## src/hw/udc_pkg.sv

```systemverilog
// shared constants and types of the up/down target counter
package udc_pkg;

  localparam int CNT_W = 17;

  // register byte offsets
  localparam logic [7:0] ADDR_CTRL    = 8'h00;
  localparam logic [7:0] ADDR_TARGET  = 8'h04;
  localparam logic [7:0] ADDR_COUNT   = 8'h08;
  localparam logic [7:0] ADDR_STATUS  = 8'h0c;
  localparam logic [7:0] ADDR_IRQ_ST  = 8'h10;
  localparam logic [7:0] ADDR_IRQ_EN  = 8'h14;
  localparam logic [7:0] ADDR_IRQ_CLR = 8'h18;

  // control field positions
  localparam int CTRL_EN_BIT   = 0;
  localparam int CTRL_DIR_BIT  = 1;
  localparam int CTRL_HOLD_BIT = 2;
  localparam int CTRL_WCLR_BIT = 3;

  // status and interrupt field positions
  localparam int ST_TERM_BIT = 0;
  localparam int ST_WRAP_BIT = 1;

  // reset values and limits
  localparam logic [CNT_W-1:0] TARGET_RST = 17'h0270f;
  localparam logic [CNT_W-1:0] COUNT_MAX  = 17'h1869f;
  localparam logic [CNT_W-1:0] COUNT_RST  = 17'h00000;
  localparam logic             EN_RST     = 1'h0;
  localparam logic             DIR_RST    = 1'h0;

  typedef struct packed {
    logic [CNT_W-1:0] cnt;
    logic [CNT_W-1:0] tgt;
    logic             en;
    logic             dir;
    logic             hold;
    logic             wclr;
    logic             term;
    logic             wrap;
    logic [1:0]       ist;
    logic [1:0]       ien;
    logic [2:0]       sync;
    logic             rdy;
    logic             err;
    logic             irq;
    logic [31:0]      rdata;
  } udc_state_t;

endpackage

```

## src/hw/udc_counter.sv

```systemverilog
// up/down target counter with apb registers and interrupt
//
// Functional notes
// - terminal flag output is 1 whenever count sits at its terminal value
// - wrap flag stays 1 after wrapping until explicitly cleared
// - count advances only on rising edges of the event input
// - programmable target, 9999 after reset
// - count spans 0 to 99999
// - while counter reset is 1, load 0 (up) or target (down)
// - counter reset also clears the wrap flag
// - wrap clear at 1 clears the wrap flag, count untouched
// - up mode increments per edge until target; terminal flag rises
// - up mode: edge at target wraps count to zero
// - up wrap edge sets wrap flag and drops terminal flag unless target is 0
// - down mode decrements per edge until zero
// - down mode: terminal flag rises when count reaches zero
// - down mode: edge at zero reloads the target
// - down reload edge sets wrap flag and drops terminal flag unless target is 0
// - count frozen while enable and counter reset are 0; enable defaults to 0
// - direction 0 counts up (default), 1 counts down
`timescale 1ns/1ps

module udc_counter
  import udc_pkg::*;
(
  input  wire logic        sys_clk,
  input  wire logic        rst,
  input  wire logic        psel,
  input  wire logic        penable,
  input  wire logic        pwrite,
  input  wire logic [7:0]  paddr,
  input  wire logic [31:0] pwdata,
  output logic      [31:0] prdata,
  output logic             pready,
  output logic             pslverr,
  input  wire logic        evtIn,
  output logic             terminalFlag,
  output logic             wrapFlag,
  output logic             irq
);

  udc_state_t s_r;
  udc_state_t s_nxt;

  logic evtEdge;
  logic apbAcc;
  logic apbFirst;
  logic apbDone;
  logic mapped;
  logic [31:0] rdVal;

  ////////////////////////////////////////////////////////////////////
  // event edge and bus decode

  // sync[0] feeds only sync[1]; the edge looks at the later stages
  assign evtEdge  = s_r.sync[1] & ~s_r.sync[2];
  assign apbAcc   = psel & penable;
  assign apbFirst = apbAcc & ~s_r.rdy;
  assign apbDone  = apbAcc & s_r.rdy;

  always_comb begin
    rdVal  = 32'h00000000;
    mapped = 1'b1;
    unique case (paddr)
      ADDR_CTRL: begin
        rdVal[CTRL_EN_BIT]   = s_r.en;
        rdVal[CTRL_DIR_BIT]  = s_r.dir;
        rdVal[CTRL_HOLD_BIT] = s_r.hold;
        rdVal[CTRL_WCLR_BIT] = s_r.wclr;
      end
      ADDR_TARGET: begin
        rdVal[CNT_W-1:0] = s_r.tgt;
      end
      ADDR_COUNT: begin
        rdVal[CNT_W-1:0] = s_r.cnt;
      end
      ADDR_STATUS: begin
        rdVal[ST_TERM_BIT] = s_r.term;
        rdVal[ST_WRAP_BIT] = s_r.wrap;
      end
      ADDR_IRQ_ST: begin
        rdVal[1:0] = s_r.ist;
      end
      ADDR_IRQ_EN: begin
        rdVal[1:0] = s_r.ien;
      end
      ADDR_IRQ_CLR: begin
        rdVal = 32'h00000000;
      end
      default: begin
        mapped = 1'b0;
      end
    endcase
  end

  ////////////////////////////////////////////////////////////////////
  // next state

  always_comb begin
    logic wrapEv;
    logic [1:0] iev;
    logic [1:0] iclr;
    wrapEv = 1'b0;
    iev    = 2'h0;
    iclr   = 2'h0;
    s_nxt  = s_r;
    s_nxt.sync = {s_r.sync[1:0], evtIn};

    // counting; the hold level wins over any edge
    if (s_r.hold) begin
      s_nxt.cnt  = s_r.dir ? s_r.tgt : COUNT_RST;
      s_nxt.wrap = 1'b0;
    end else if (s_r.en && evtEdge) begin
      if (!s_r.dir) begin
        // >= guards a target lowered below the live count
        if (s_r.cnt >= s_r.tgt) begin
          s_nxt.cnt = COUNT_RST;
          wrapEv    = 1'b1;
        end else begin
          s_nxt.cnt = s_r.cnt + 17'h00001;
        end
      end else begin
        if (s_r.cnt == COUNT_RST) begin
          s_nxt.cnt = s_r.tgt;
          wrapEv    = 1'b1;
        end else begin
          s_nxt.cnt = s_r.cnt - 17'h00001;
        end
      end
    end

    // wrap flag: a wrap in the same cycle beats the clear
    if (s_r.wclr && !wrapEv) begin
      s_nxt.wrap = 1'b0;
    end
    if (wrapEv) begin
      s_nxt.wrap = 1'b1;
    end

    // apb: one wait state; data taken on the pready edge
    s_nxt.rdy = apbFirst;
    if (apbFirst) begin
      s_nxt.rdata = rdVal;
      s_nxt.err   = ~mapped;
    end else begin
      s_nxt.err   = 1'b0;
    end
    if (apbDone && pwrite) begin
      unique case (paddr)
        ADDR_CTRL: begin
          s_nxt.en   = pwdata[CTRL_EN_BIT];
          s_nxt.dir  = pwdata[CTRL_DIR_BIT];
          s_nxt.hold = pwdata[CTRL_HOLD_BIT];
          s_nxt.wclr = pwdata[CTRL_WCLR_BIT];
        end
        ADDR_TARGET: begin
          // out-of-range targets clamp to the count ceiling
          if (|pwdata[31:CNT_W] || pwdata[CNT_W-1:0] > COUNT_MAX) begin
            s_nxt.tgt = COUNT_MAX;
          end else begin
            s_nxt.tgt = pwdata[CNT_W-1:0];
          end
        end
        ADDR_IRQ_EN: begin
          s_nxt.ien = pwdata[1:0];
        end
        ADDR_IRQ_CLR: begin
          iclr = pwdata[1:0];
        end
        default: begin
          iclr = 2'h0;
        end
      endcase
    end

    // terminal flag follows the count it will sit beside
    s_nxt.term = s_nxt.dir ? (s_nxt.cnt == COUNT_RST)
                           : (s_nxt.cnt == s_nxt.tgt);

    // sticky interrupt status; set beats clear
    iev[ST_TERM_BIT] = s_nxt.term & ~s_r.term;
    iev[ST_WRAP_BIT] = wrapEv;
    s_nxt.ist = (s_r.ist & ~iclr) | iev;
    s_nxt.irq = |(s_nxt.ist & s_nxt.ien);
  end

  always_ff @(posedge sys_clk or posedge rst) begin
    if (rst) begin
      s_r       <= '0;
      s_r.tgt   <= TARGET_RST;
      s_r.en    <= EN_RST;
      s_r.dir   <= DIR_RST;
    end else begin
      s_r <= s_nxt;
    end
  end

  assign prdata       = s_r.rdata;
  assign pready       = s_r.rdy;
  assign pslverr      = s_r.err;
  assign terminalFlag = s_r.term;
  assign wrapFlag     = s_r.wrap;
  assign irq          = s_r.irq;
endmodule

```

## config.mk

```make
export PLATFORM = sky130hd
export DESIGN_NAME = udc_counter
export DESIGN_NICKNAME = d
export VERILOG_FILES = /design/src/hw/udc_pkg.sv /design/src/hw/udc_counter.sv
export SDC_FILE = /design/constraint.sdc
export NUM_CORES = 1
export LEC_CHECK = 0
export ABC_AREA = 1
export BUFFER_PORTS_ARGS = -buffer_cell sky130_fd_sc_hd__clkbuf_2
export CAP_MARGIN = 20
export CORE_MARGIN = 2
export CORE_UTILIZATION = 48
export DETAILED_ROUTE_END_ITERATION = 8
export GPL_ROUTABILITY_DRIVEN = 0
export PLACE_DENSITY = 0.69
export SETUP_SLACK_MARGIN = 0.15
export SLEW_MARGIN = 5
export SYNTH_ARGS = -nofsm -noshare
export SYNTH_HDL_FRONTEND = slang
export SYNTH_SLANG_ARGS = --single-unit
export TNS_END_PERCENT = 50
```

## constraint.sdc

```tcl
create_clock -name sys_clk -period 4.4 [get_ports sys_clk]
set_input_delay 1.1 -clock sys_clk [delete_from_list [all_inputs] [get_ports sys_clk]]
set_output_delay 1.1 -clock sys_clk [all_outputs]
set_load 0.01 [all_outputs]
```

# [Word-level counts from Yosys, hierarchy flattened]
# Cells that the tools add are included.
[classes] n_bitwise=13 muxes=28 addsub=2 n_eq_ne=7 reduce_logical=13 order_cmp=2
[op_table] op="2-to-1 mux 17 bit" n=8
[op_table] op="zero test 17 bit" n=2
[op_table] op="one-hot mux 13 bit (2 select lines)" n=1
[op_table] op="== test 8 x 5 -> 1 bit, second input constant" n=3
[op_table] op="2-to-1 mux 21 bit" n=1
[op_table] op="adder 17 x 1 -> 17 bit, second input constant" n=1
[op_table] op="== test 17 bit" n=1
[op_table] op="greater-or-equal comparator 17 bit" n=1
[op_table] op="> comparator 17 bit, second input constant" n=1
[op_table] op="subtractor 17 x 1 -> 17 bit, second input constant" n=1
[op_table] op="== test 8 x 4 -> 1 bit, second input constant" n=2
[op_table] op="OR reduction 15 bit" n=1
[op_table] op="one-hot mux 2 bit (6 select lines)" n=1
[op_table] op="2-to-1 mux 1 bit" n=11
[op_table] op="== test 8 x 3 -> 1 bit, second input constant" n=1
[op_table] op="zero test 8 bit" n=1
[op_table] op="2-to-1 mux 2 bit" n=4
[op_table] op="OR reduction 7 bit" n=1
[op_table] op="one-hot mux 2 bit (3 select lines)" n=1
[op_table] op="bitwise AND 1 bit" n=5
[op_table] op="bitwise AND 2 bit" n=2
[op_table] op="2-to-1 mux 4 bit" n=1
[op_table] op="NOT 1 bit" n=4
[op_table] op="logical AND 1 bit" n=3
[op_table] op="7 further kinds" n=7
[totals] elab_cells=80 output_inout_bits=37 ff_bits=67 inputBits=46

# [Logic depth before layout (Yosys ltp)]
# Gate-level depths: netlist (run 1).
[logic_depth] ltp_word=11 depth_mapped=25 ltp_nobuf=25

# [Worst setup path before layout (run 1)]
# Ideal clock, no wire load.
[synth_path] path_type="input -> register" startpoint="in paddr[1]" endpoint="reg s_r (netlist bit irq)" setup_slack_ns=1.507 setup_time_ns=0.065 path_buffers=2 cell_stages=18 arrival_time_ns=2.828 t_required_ns=4.335 cell_sequence="or2_4 nor3_4 nand2_2 nor2_4 buf_6 buf_12 nor2_2 a31oi_4 nand3_1 nand2_1 nand2_1 nor2_1 nand3_1 nand2_2 nand2_2 nand2_2 nand2_1 nand2_1"
[synth_lines] element="from (decl)" line="udc_counter.sv:31" source="input wire logic [7:0] paddr,"
[synth_lines] element="to (signal assigned)" line="udc_counter.sv:194" source="s_r <= s_nxt;"
[synth_lines] element="to (decl)" line="udc_counter.sv:42" source="udc_state_t s_r;"

==> flow_metrics.tcl, run 1 <==
set metrics [dict create \
    hold_ws_ps 352 \
    cp-start-kind "register" \
    core_area_um2 11900 \
    die_width_um 114 \
    ys_seq_area_frac 0.293 \
    maxCapViolCount 0 \
    fin_tns_setup_ps 0 \
    place_area_um2 5940 \
    fin_area_um2 6220 \
    yosys_warnings 0 \
    multi_input_area_um2 3220 \
    finalSetupViolCount 0 \
    clkTransAtPathRegs_ps 60 \
    cts_setup_buffers 0 \
    fmax_ghz 0.299 \
    status "finished, final reports clean" \
    synth_edf_count 0 \
    grt_pass1_vias 5483 \
    grt_max_degree 34 \
    regArea_um2 1690 \
    crit_type "register to register" \
    fp.dieArea_um2 12900 \
    die_y_um 114 \
    critPathRequiredTime_ps 4680 \
    port_buffers 67 \
    drtIter0Drc 404 \
    synth_area_leaders "dfrtp_1 (26%), nand2_1 (16%), nor2_1 (7.8%), inv_1 (7.6%), a21oi_1 (6.4%)" \
    clk_latency_ps 330 \
    min_period_ps 3340 \
    diodes 0 \
    ys_seq_elements 67 \
    layout.nets 1003 \
    grt_overflow 0 \
    viasPerCell 5.33 \
    crit_arrival_ps 3620 \
    cts_resized 0 \
    antenna_found_initial 0 \
    min_from "s_nxt[36]" \
    p_leak_nw 3.51 \
    worst_pin_slew_ps 873 \
    hold_class "register to register" \
    fin_crit_sh 0.760 \
    antenna_left 0 \
    rsz0062_at_grt "false" \
    root_buffer "clkbuf_16" \
    cts_hold_buf 0 \
    critPathLaunch "s_r[64]" \
    yosysTopAreaCell "dfrtp_1" \
    crit_fanout 9 \
    cts-htree-levels 3 \
    drt-total-wl_um 17200 \
    syn_area_per_cell_um2 6.38 \
    ys_types 46 \
    drc 0 \
    synth_commonest_cells "nand2_1 (251), nor2_1 (120), inv_1 (117)" \
    slew_viol_final 0 \
    synth_cells 903 \
    grt_pass1_wl_um 28100 \
    initial_core_util 0.486 \
    fin_skew_ps 9.41 \
    relSlewSlack 0.418 \
    grt.total_usage 0.281 \
    ios 83 \
    fillers 1251 \
    post-synth-top-area-fraction 0.256 \
    syn2layout_area_growth_pct 7.94 \
    end_kind "register" \
    r2r_start "s_r[64]" \
    syn_area_um2 5770 \
    ys.flop_type "dfrtp_1" \
    vias 5808 \
    cts_inserted_buffers 9 \
    post-place-cells 1074 \
    ir_worst_vdd_mv 0.174 \
    finalNonFillerCells 1090 \
    max-clock-path-buffers 2 \
    yosysMostFrequentCell "nand2_1" \
    placementRows 40 \
    firstDrtPassIters 5 \
    drive_gt1_frac 0.141 \
    wl_per_cell_um 15.8 \
    hold_viol 0 \
    p_per_area_nw_per_um2 236 \
    cts_sinks 67 \
    cts_tree "yes" \
    async_flop_share 1.00 \
    dp_hpwl_um 13600 \
]
## path summary, 6_finish.rpt
path / end / slack, ps / cells past startpoint
min reg2reg: s_nxt[37] / 350 / 0
max: irq / 1060 / 22
max in group asynchronous: s_r[61] / 2730 / 3
min: s_nxt[37] / 350 / 0
max reg2reg: irq / 1060 / 22
min in group asynchronous: s_r[41] / 850 / 2
## cell usage in the layout (no fill, tap or decap), drive strengths merged, types with 2 or more instances in the layout
| cell type | n |
|---|---|
| xor2 | 12 |
| inv | 120 |
| nand4 | 11 |
| nand3b | 3 |
| dfrtp | 59 |
| conb | 15 |
| clkbuf | 77 |
| or2 | 2 |
| nor3 | 12 |
| nand3 | 64 |
| a21oi | 74 |
| ha | 19 |
| o22ai | 11 |
| clkinv | 4 |
| nor2 | 129 |
| clkinvlp | 2 |
| dfstp | 8 |
| o21ai | 38 |
| buf | 9 |
| nand2 | 261 |
| a31oi | 3 |
## state kept, by name (all words and copies together), names as in the netlist
register and flops:
pslverr 1, prdata 17, pready 1, s_r 43, irq 1, terminalFlag 1
s_nxt 2, wrapFlag 1
## cell type report
cell class                 instances  share of cell area
multi-input combinational        664               0.517
sequential                        67               0.271
inverter                         120              0.0724
timing repair buffer              76              0.0647
clock buffer                      10              0.0368
tap                              147              0.0296
clock inverter                     6             0.00804
## critical path, stage by stage (launching register included)
cell	delay, ps
dfrtp_1	570
inv_1	80
ha_1	340
nand2_1	60
nor2_1	170
nand3_1	130
inv_1	90
nand2_1	160
nand3_1	280
nand2_2	200
nand3_1	120
nand2_1	120
nand2_1	170
nand2_1	80
nor2_1	100
nand2_1	70
nor2_1	110
nand3_1	90
nand2_2	120
nand2_2	60
nand2_2	60
nand2_1	50
nand2_1	60
## logic make-up after synthesis
| logic type | after synthesis | share of synthesized area |
|---|---|---|
| fa+ha+maj | 19 | 0.0412 |
| xor+xnor | 12 | 0.0182 |
| flops | 67 | 0.293 |
| buf+inv | 186 | 0.158 |
| other cells | 1 | 0.000650 |
| simple gates | 484 | 0.358 |
| compound gates | 134 | 0.131 |
## power by group
group	total, mW	switching [mW]	internal, mW	leakage [nW]
clock network	0.667	0.281	0.386	0.129
registers	0.657	0.0167	0.640	0.836
logic	0.147	0.0915	0.0559	2.54
total	1.47	0.389	1.08	3.51
## per-stage QoR
stage / power (mW) / setup slack (ps) / utilization
6_report: 1.47 / 1060 / 0.525
5_1_grt: 1.53 / 716 / 0.525
4_1_cts: 1.48 / 1140 / 0.525
3_5_place_dp: 0.816 / 883 / 0.501
3_3_place_gp: 0.815 / 923 / 0.501
2_1_floorplan: 0.785 / 1510 / -
## per-layer routing
layer | part of all wire | track usage
met1 | 0.44 | 0.390
met5 | 0 | 0
met4 | 0.044 | 0.124
met3 | 0.080 | 0.0494
met2 | 0.44 | 0.432
No activity file was read; power rests on OpenSTA's default activity.
==> run 2: changes to the inputs <==
--- a/config.mk
+++ b/config.mk
@@ -12,7 +12,7 @@
 export CORE_UTILIZATION = 48
 export DETAILED_ROUTE_END_ITERATION = 8
 export GPL_ROUTABILITY_DRIVEN = 0
-export PLACE_DENSITY = 0.69
+export PLACE_DENSITY = 0.71
 export SETUP_SLACK_MARGIN = 0.15
 export SLEW_MARGIN = 5
 export SYNTH_ARGS = -nofsm -noshare
==> constraint.sdc (replaced) <==
create_clock -name sys_clk -period 2.8 [get_ports sys_clk]
set_input_delay 0.7 -clock sys_clk [delete_from_list [all_inputs] [get_ports sys_clk]]
set_output_delay 0.7 -clock sys_clk [all_outputs]
set_load 0.01 [all_outputs]
==> flow_metrics.tcl, run 2 (same netlist as run 1, synthesis figures left out) <==
set metrics [dict create \
    status "finished with violations" \
    violations "negative setup slack" \
    placementRows 40 \
    grt.total_usage 0.313 \
    layout.nets 1111 \
    fillers 1048 \
    regMostFlops "s_r" \
    mostFrequentLayoutCell "nand2_1" \
    fin_util 0.636 \
    cts_tree "yes" \
    crit_type "register to register" \
    grt_pass1_vias 6407 \
    p_leak_nw 4.12 \
    ios 83 \
    drtIter0Drc 610 \
    relSlewSlack 0.516 \
    fin_crit_sh 1.00 \
    clk_latency_ps 340 \
    min_period_ps 2810 \
    initial_core_util 0.486 \
    p_per_area_nw_per_um2 329 \
    cts-htree-levels 3 \
    die_y_um 114 \
    wl_per_cell_um 16.6 \
    dp_hpwl_um 14800 \
    drt-total-wl_um 19800 \
    firstDrtPassIters 6 \
    vias 6503 \
    fin_skew_ps 11.7 \
    hold_viol 0 \
    drive_gt1_frac 0.328 \
    root_buffer "clkbuf_16" \
    fmax_ghz 0.356 \
    ir_worst_vdd_mv 0.416 \
    fp.dieArea_um2 12900 \
    slew_viol_final 0 \
    critPathLaunch "s_r[61]" \
    cts_inserted_buffers 9 \
    core_area_um2 11900 \
    r2r_start "s_r[61]" \
    syn2layout_area_growth_pct 30.8 \
    antenna_found_initial 0 \
    hold_class "register to register" \
    fin_area_um2 7540 \
    most-common-layout-cells "nand2_1 (208), buf_4 (110), inv_1 (106), nor2_1 (96), a21oi_1 (72)" \
    cp-start-kind "register" \
    crit_fanout 4 \
    critPathRequiredTime_ps 3080 \
    clkTransAtPathRegs_ps 60 \
    fin_ws_ps -9.67 \
    worst_pin_slew_ps 725 \
    finalSetupViolCount 1 \
    port_buffers 67 \
    die_width_um 114 \
    r2r.worst_path.cells 23 \
    critPathCapture "irq" \
    rrSetupSlack_ps -10 \
    crit_arrival_ps 3090 \
    grt_max_degree 43 \
    grt_pass1_wl_um 31600 \
    cts_sinks 67 \
    max-clock-path-buffers 2 \
    maxCapViolCount 0 \
    end_kind "register" \
    diodes 0 \
    rsz0062_at_grt "true" \
    largest_reg_flops 43 \
    viasPerCell 5.43 \
    drc 0 \
    antenna_left 0 \
    r2r-end "irq" \
    grt_overflow 0 \
    place_area_um2 6710 \
]
[run 2: worst min path at each step]
stage	from	cells past startpoint	end	slack [ps]
CTS	s_nxt[36]	0	s_nxt[37]	350
finish	s_nxt[36]	0	s_nxt[37]	350
global route	s_nxt[36]	0	s_nxt[37]	360
global placement	s_nxt[36]	0	s_nxt[37]	340
detailed placement	s_nxt[36]	0	s_nxt[37]	340
floorplan	s_nxt[36]	0	s_nxt[37]	330
[run 2: what timing repair did]
action | in CTS | in global routing
pin swaps | 40 | 26
setup buffers | 8 | 2
setup endpoints to repair | 3 | 3
gates resized for setup | 68 | 58
cloned | 1 | 0
hold endpoints to repair | 0 | 0
hold buffers | 0 | 0
[run 2: metal layers]
| layer | GRT usage | routed length (µm) | vias up |
|---|---|---|---|
| li1 | - | - | 3100 |
| met1 | 0.412 | 7990 | 2924 |
| met2 | 0.488 | 8730 | 390 |
| met3 | 0.0622 | 2020 | 89 |
| met4 | 0.172 | 1090 | 0 |
| met5 | 0 | 0 | - |
[run 2: layout make-up]
type / instances / area (µm²) / area share
Clock buffer: 10 / 239 / 0.0317
Timing Repair Buffer: 183 / 1250 / 0.166
Inverter: 120 / 453 / 0.0601
Clock inverter: 6 / 71.3 / 0.00946
Sequential cell: 67 / 1690 / 0.224
Tap cell: 147 / 184 / 0.0244
Multi-Input combinational cell: 665 / 3650 / 0.484
[run 2: through the flow]
step / power [mW] / std cells / setup TNS, ps / setup WS (ps) / hold slack [ps]
6_report: 2.48 / 1198 / -9.67 / -9.67 / 349
3_5_place_dp: 1.30 / 1171 / -138 / -121 / 340
3_3_place_gp: 1.29 / 1171 / -83.3 / -83.3 / 337
2_1_floorplan: 1.23 / 917 / 0 / 270 / 331
5_1_grt: 2.57 / 1198 / -236 / -184 / 355
4_1_cts: 2.49 / 1196 / 0 / 99.1 / 354
[run 2: report_power, final]
group          switching [mW]  internal, mW  leakage (nW)  total, mW
sequential             0.0208          1.01         0.835       1.03
combinational           0.160         0.107          3.14      0.267
clock                   0.468         0.721         0.146       1.19
[run 2: worst max-delay path, cell delays in order, from the launching register on]
cell and delay [ps]:
dfstp_2 540, inv_2 50, ha_4 210, nand2_4 90
nor2_4 50, nand2_1 90, buf_4 110, nand2_1 60
nor2_2 160, nand3_4 120, buf_6 160, o21ai_4 130
nand2_2 110, nand2_2 110, nand2_2 50, nand2_2 110
nand3_2 70, nor2_2 110, nand3_1 90, nand2_2 100
nand2_2 60, nand2_2 60, nand2_1 50, nand2_1 60
==> run 3: changes to the inputs <==
--- a/config.mk
+++ b/config.mk
@@ -5,14 +5,13 @@
 export SDC_FILE = /design/constraint.sdc
 export NUM_CORES = 1
 export LEC_CHECK = 0
-export ABC_AREA = 1
 export BUFFER_PORTS_ARGS = -buffer_cell sky130_fd_sc_hd__clkbuf_2
 export CAP_MARGIN = 20
 export CORE_MARGIN = 2
 export CORE_UTILIZATION = 48
 export DETAILED_ROUTE_END_ITERATION = 8
 export GPL_ROUTABILITY_DRIVEN = 0
-export PLACE_DENSITY = 0.71
+export PLACE_DENSITY = 0.72
 export SETUP_SLACK_MARGIN = 0.15
 export SLEW_MARGIN = 5
 export SYNTH_ARGS = -nofsm -noshare
==> flow_metrics.tcl, run 3 <==
set metrics [dict create \
    status "finished with violations" \
    violations "negative setup slack" \
    grt_overflow 0 \
    p_leak_nw 3.68 \
    cp-start-kind "register" \
    mostFrequentLayoutCell "buf_4" \
    ys.flop_type "dfrtp_1" \
    finalSetupViolCount 6 \
    drc 0 \
    power_mw 2.16 \
    crit_type "register to register" \
    gr-usage-met1 0.468 \
    maxCapViolCount 0 \
    fmax_ghz 0.241 \
    clkTransAtPathRegs_ps 100 \
    dp_hpwl_um 15100 \
    firstDrtPassIters 7 \
    crit_fanout 5 \
    relSlewSlack 0.495 \
    fin_util 0.726 \
    min_period_ps 4150 \
    yosysMostFrequentCell "nor2_1" \
    placementRows 37 \
    cts_sinks 67 \
    post-place-cells 975 \
    hold_class "input pin to async pin" \
    fp.dieArea_um2 11600 \
    grt.busiest_layer "met2" \
    r2r_start "s_r[66]" \
    dp_slack_ps -1100 \
    clk_latency_ps 390 \
    yosys_warnings 0 \
    rsz0062_at_grt "true" \
    core_area_um2 10400 \
    end_kind "register" \
    use_met3 0.0956 \
    antenna_found_initial 0 \
    viasPerCell 6.62 \
    fin_tns_setup_ps -4370 \
    largest_reg_flops 43 \
    diodes 0 \
    die_width_um 108 \
    hold_viol 0 \
    ys_seq_area_frac 0.327 \
    drt-total-wl_um 22900 \
    regMostFlops "s_r" \
    grt_util_met2 0.566 \
    layout.nets 934 \
    crit_arrival_ps 4460 \
    p_per_area_nw_per_um2 287 \
    ios 83 \
    grt_max_degree 36 \
    grt.total_usage 0.369 \
    cts_inserted_buffers 9 \
    synth_commonest_cells "nor2_1 (70), dfrtp_1 (59), nand2_1 (50)" \
    worst_pin_slew_ps 749 \
    yosysTopAreaCell "dfrtp_1" \
    ir_worst_vdd_mv 0.197 \
    r2r.worst_path.cells 14 \
    r2r-end "irq" \
    async_flop_share 1.00 \
    drtIter0Drc 1068 \
    synth_edf_count 0 \
    syn_area_um2 5160 \
    ys_seq_elements 67 \
    vias 6691 \
    cts_hold_buf 0 \
    grt_pass1_wl_um 32300 \
    cts-htree-levels 3 \
    ys_types 71 \
    most-common-layout-cells "buf_4 (210), nor2_1 (68), clkbuf_2 (67), dfrtp_1 (58), nand2_1 (49)" \
    port_buffers 67 \
    synth_cells 630 \
    antenna_left 0 \
    initial_core_util 0.497 \
    grt_pass1_vias 6116 \
    fin_crit_sh 1.48 \
    drive_gt1_frac 0.429 \
    root_buffer "clkbuf_8" \
    syn2layout_area_growth_pct 45.9 \
    synth_area_leaders "dfrtp_1 (29%), nor2_1 (5.1%), buf_4 (4.7%), ha_1 (4.6%), dfstp_2 (4.1%)" \
    rrSetupSlack_ps -1350 \
    fin_skew_ps 19.0 \
    fin_ws_ps -1350 \
    wl_per_cell_um 22.6 \
    syn_area_per_cell_um2 8.19 \
    cts_tree "yes" \
    die_y_um 108 \
    max-clock-path-buffers 2 \
    finalNonFillerCells 1010 \
    slew_viol_final 0 \
    critPathRequiredTime_ps 3120 \
    post-synth-top-area-fraction 0.286 \
]
-- run 3: cell count changes after synthesis, sizes merged, moves of 15 or more --
cell / change
a21oi: -38
a221oi: +16
clkbuf: +16
inv: -84
nand2: -211
nand3: -46
nor2: -58
xnor2: +15
-- run 3: worst max-delay path by stage --
stage / startpoint / to / slack [ps] / cells after the start
2_1_floorplan: s_r[65] / s_r[40] / -870 / 14
3_3_place_gp: s_r[73] / s_r[40] / -1000 / 13
3_5_place_dp: s_r[58] / s_r[40] / -1100 / 12
4_1_cts: s_r[65] / s_r[40] / -950 / 13
5_1_grt: s_r[65] / irq / -1380 / 14
6_report: s_r[66] / irq / -1350 / 14
-- run 3: power breakdown --
part           total [mW]  switching (mW)  leakage [nW]  internal, mW
Sequential           1.02          0.0184         0.855          1.00
Combinational       0.228           0.128          2.73         0.101
Clock               0.909           0.484        0.0984         0.425
Total                2.16           0.630          3.68          1.53
-- run 3: per-layer routing --
metal / up-vias / share of wire
li1: 2758 / -
met1: 3052 / 0.35
met2: 663 / 0.43
met3: 216 / 0.14
met4: 2 / 0.088
met5: - / 0.0019
-- run 3: cell families (layout without fill, tap and decap cells) --
kind of cell    Yosys count  count (layout)  share of synthesized area
compound gates          157             157                      0.210
simple gates            245             245                      0.242
xor+xnor                 23              23                     0.0391
flops                    67              67                      0.327
fa+ha+maj                19              19                     0.0461
other cells               1              15                   0.000727
buf+inv                 104             334                      0.104
mux                      14              14                     0.0313
-- run 3: critical path: stages, from the launching register on --
cell      delay (ps)
dfrtp_1          420
inv_2             90
ha_4             130
or4b_4           500
or3_4            460
buf_4            170
nor3_2           250
nand2_1          170
nand3_2          170
a222oi_1         120
buf_4            180
xnor2_1          210
or4_4            570
or4_4            480
a31oi_1          160
-- run 3: what timing repair did --
action | CTS | global route
pin swaps | 17 | 22
setup endpoints to repair | 11 | 15
setup buffers | 8 | 11
gates resized for setup | 34 | 37
-- run 3: final cells by class --
type / count / area [µm²]
multi-input cells: 473 / 3340
fillers: 727 / 2850
repair buffers: 282 / 1980
flip-flops and latches: 67 / 1690
well taps: 136 / 170
inverters: 36 / 140
clock buffers: 9 / 124
clock inverters: 7 / 82.6
-- run 3: per-stage QoR --
stage | area, µm² | hold WS [ps]
3_3_place_gp | 6830 | 334
4_1_cts | 7260 | 210
5_1_grt | 7520 | 216
3_5_place_dp | 6830 | 338
6_report | 7520 | 189
2_1_floorplan | 5250 | 331
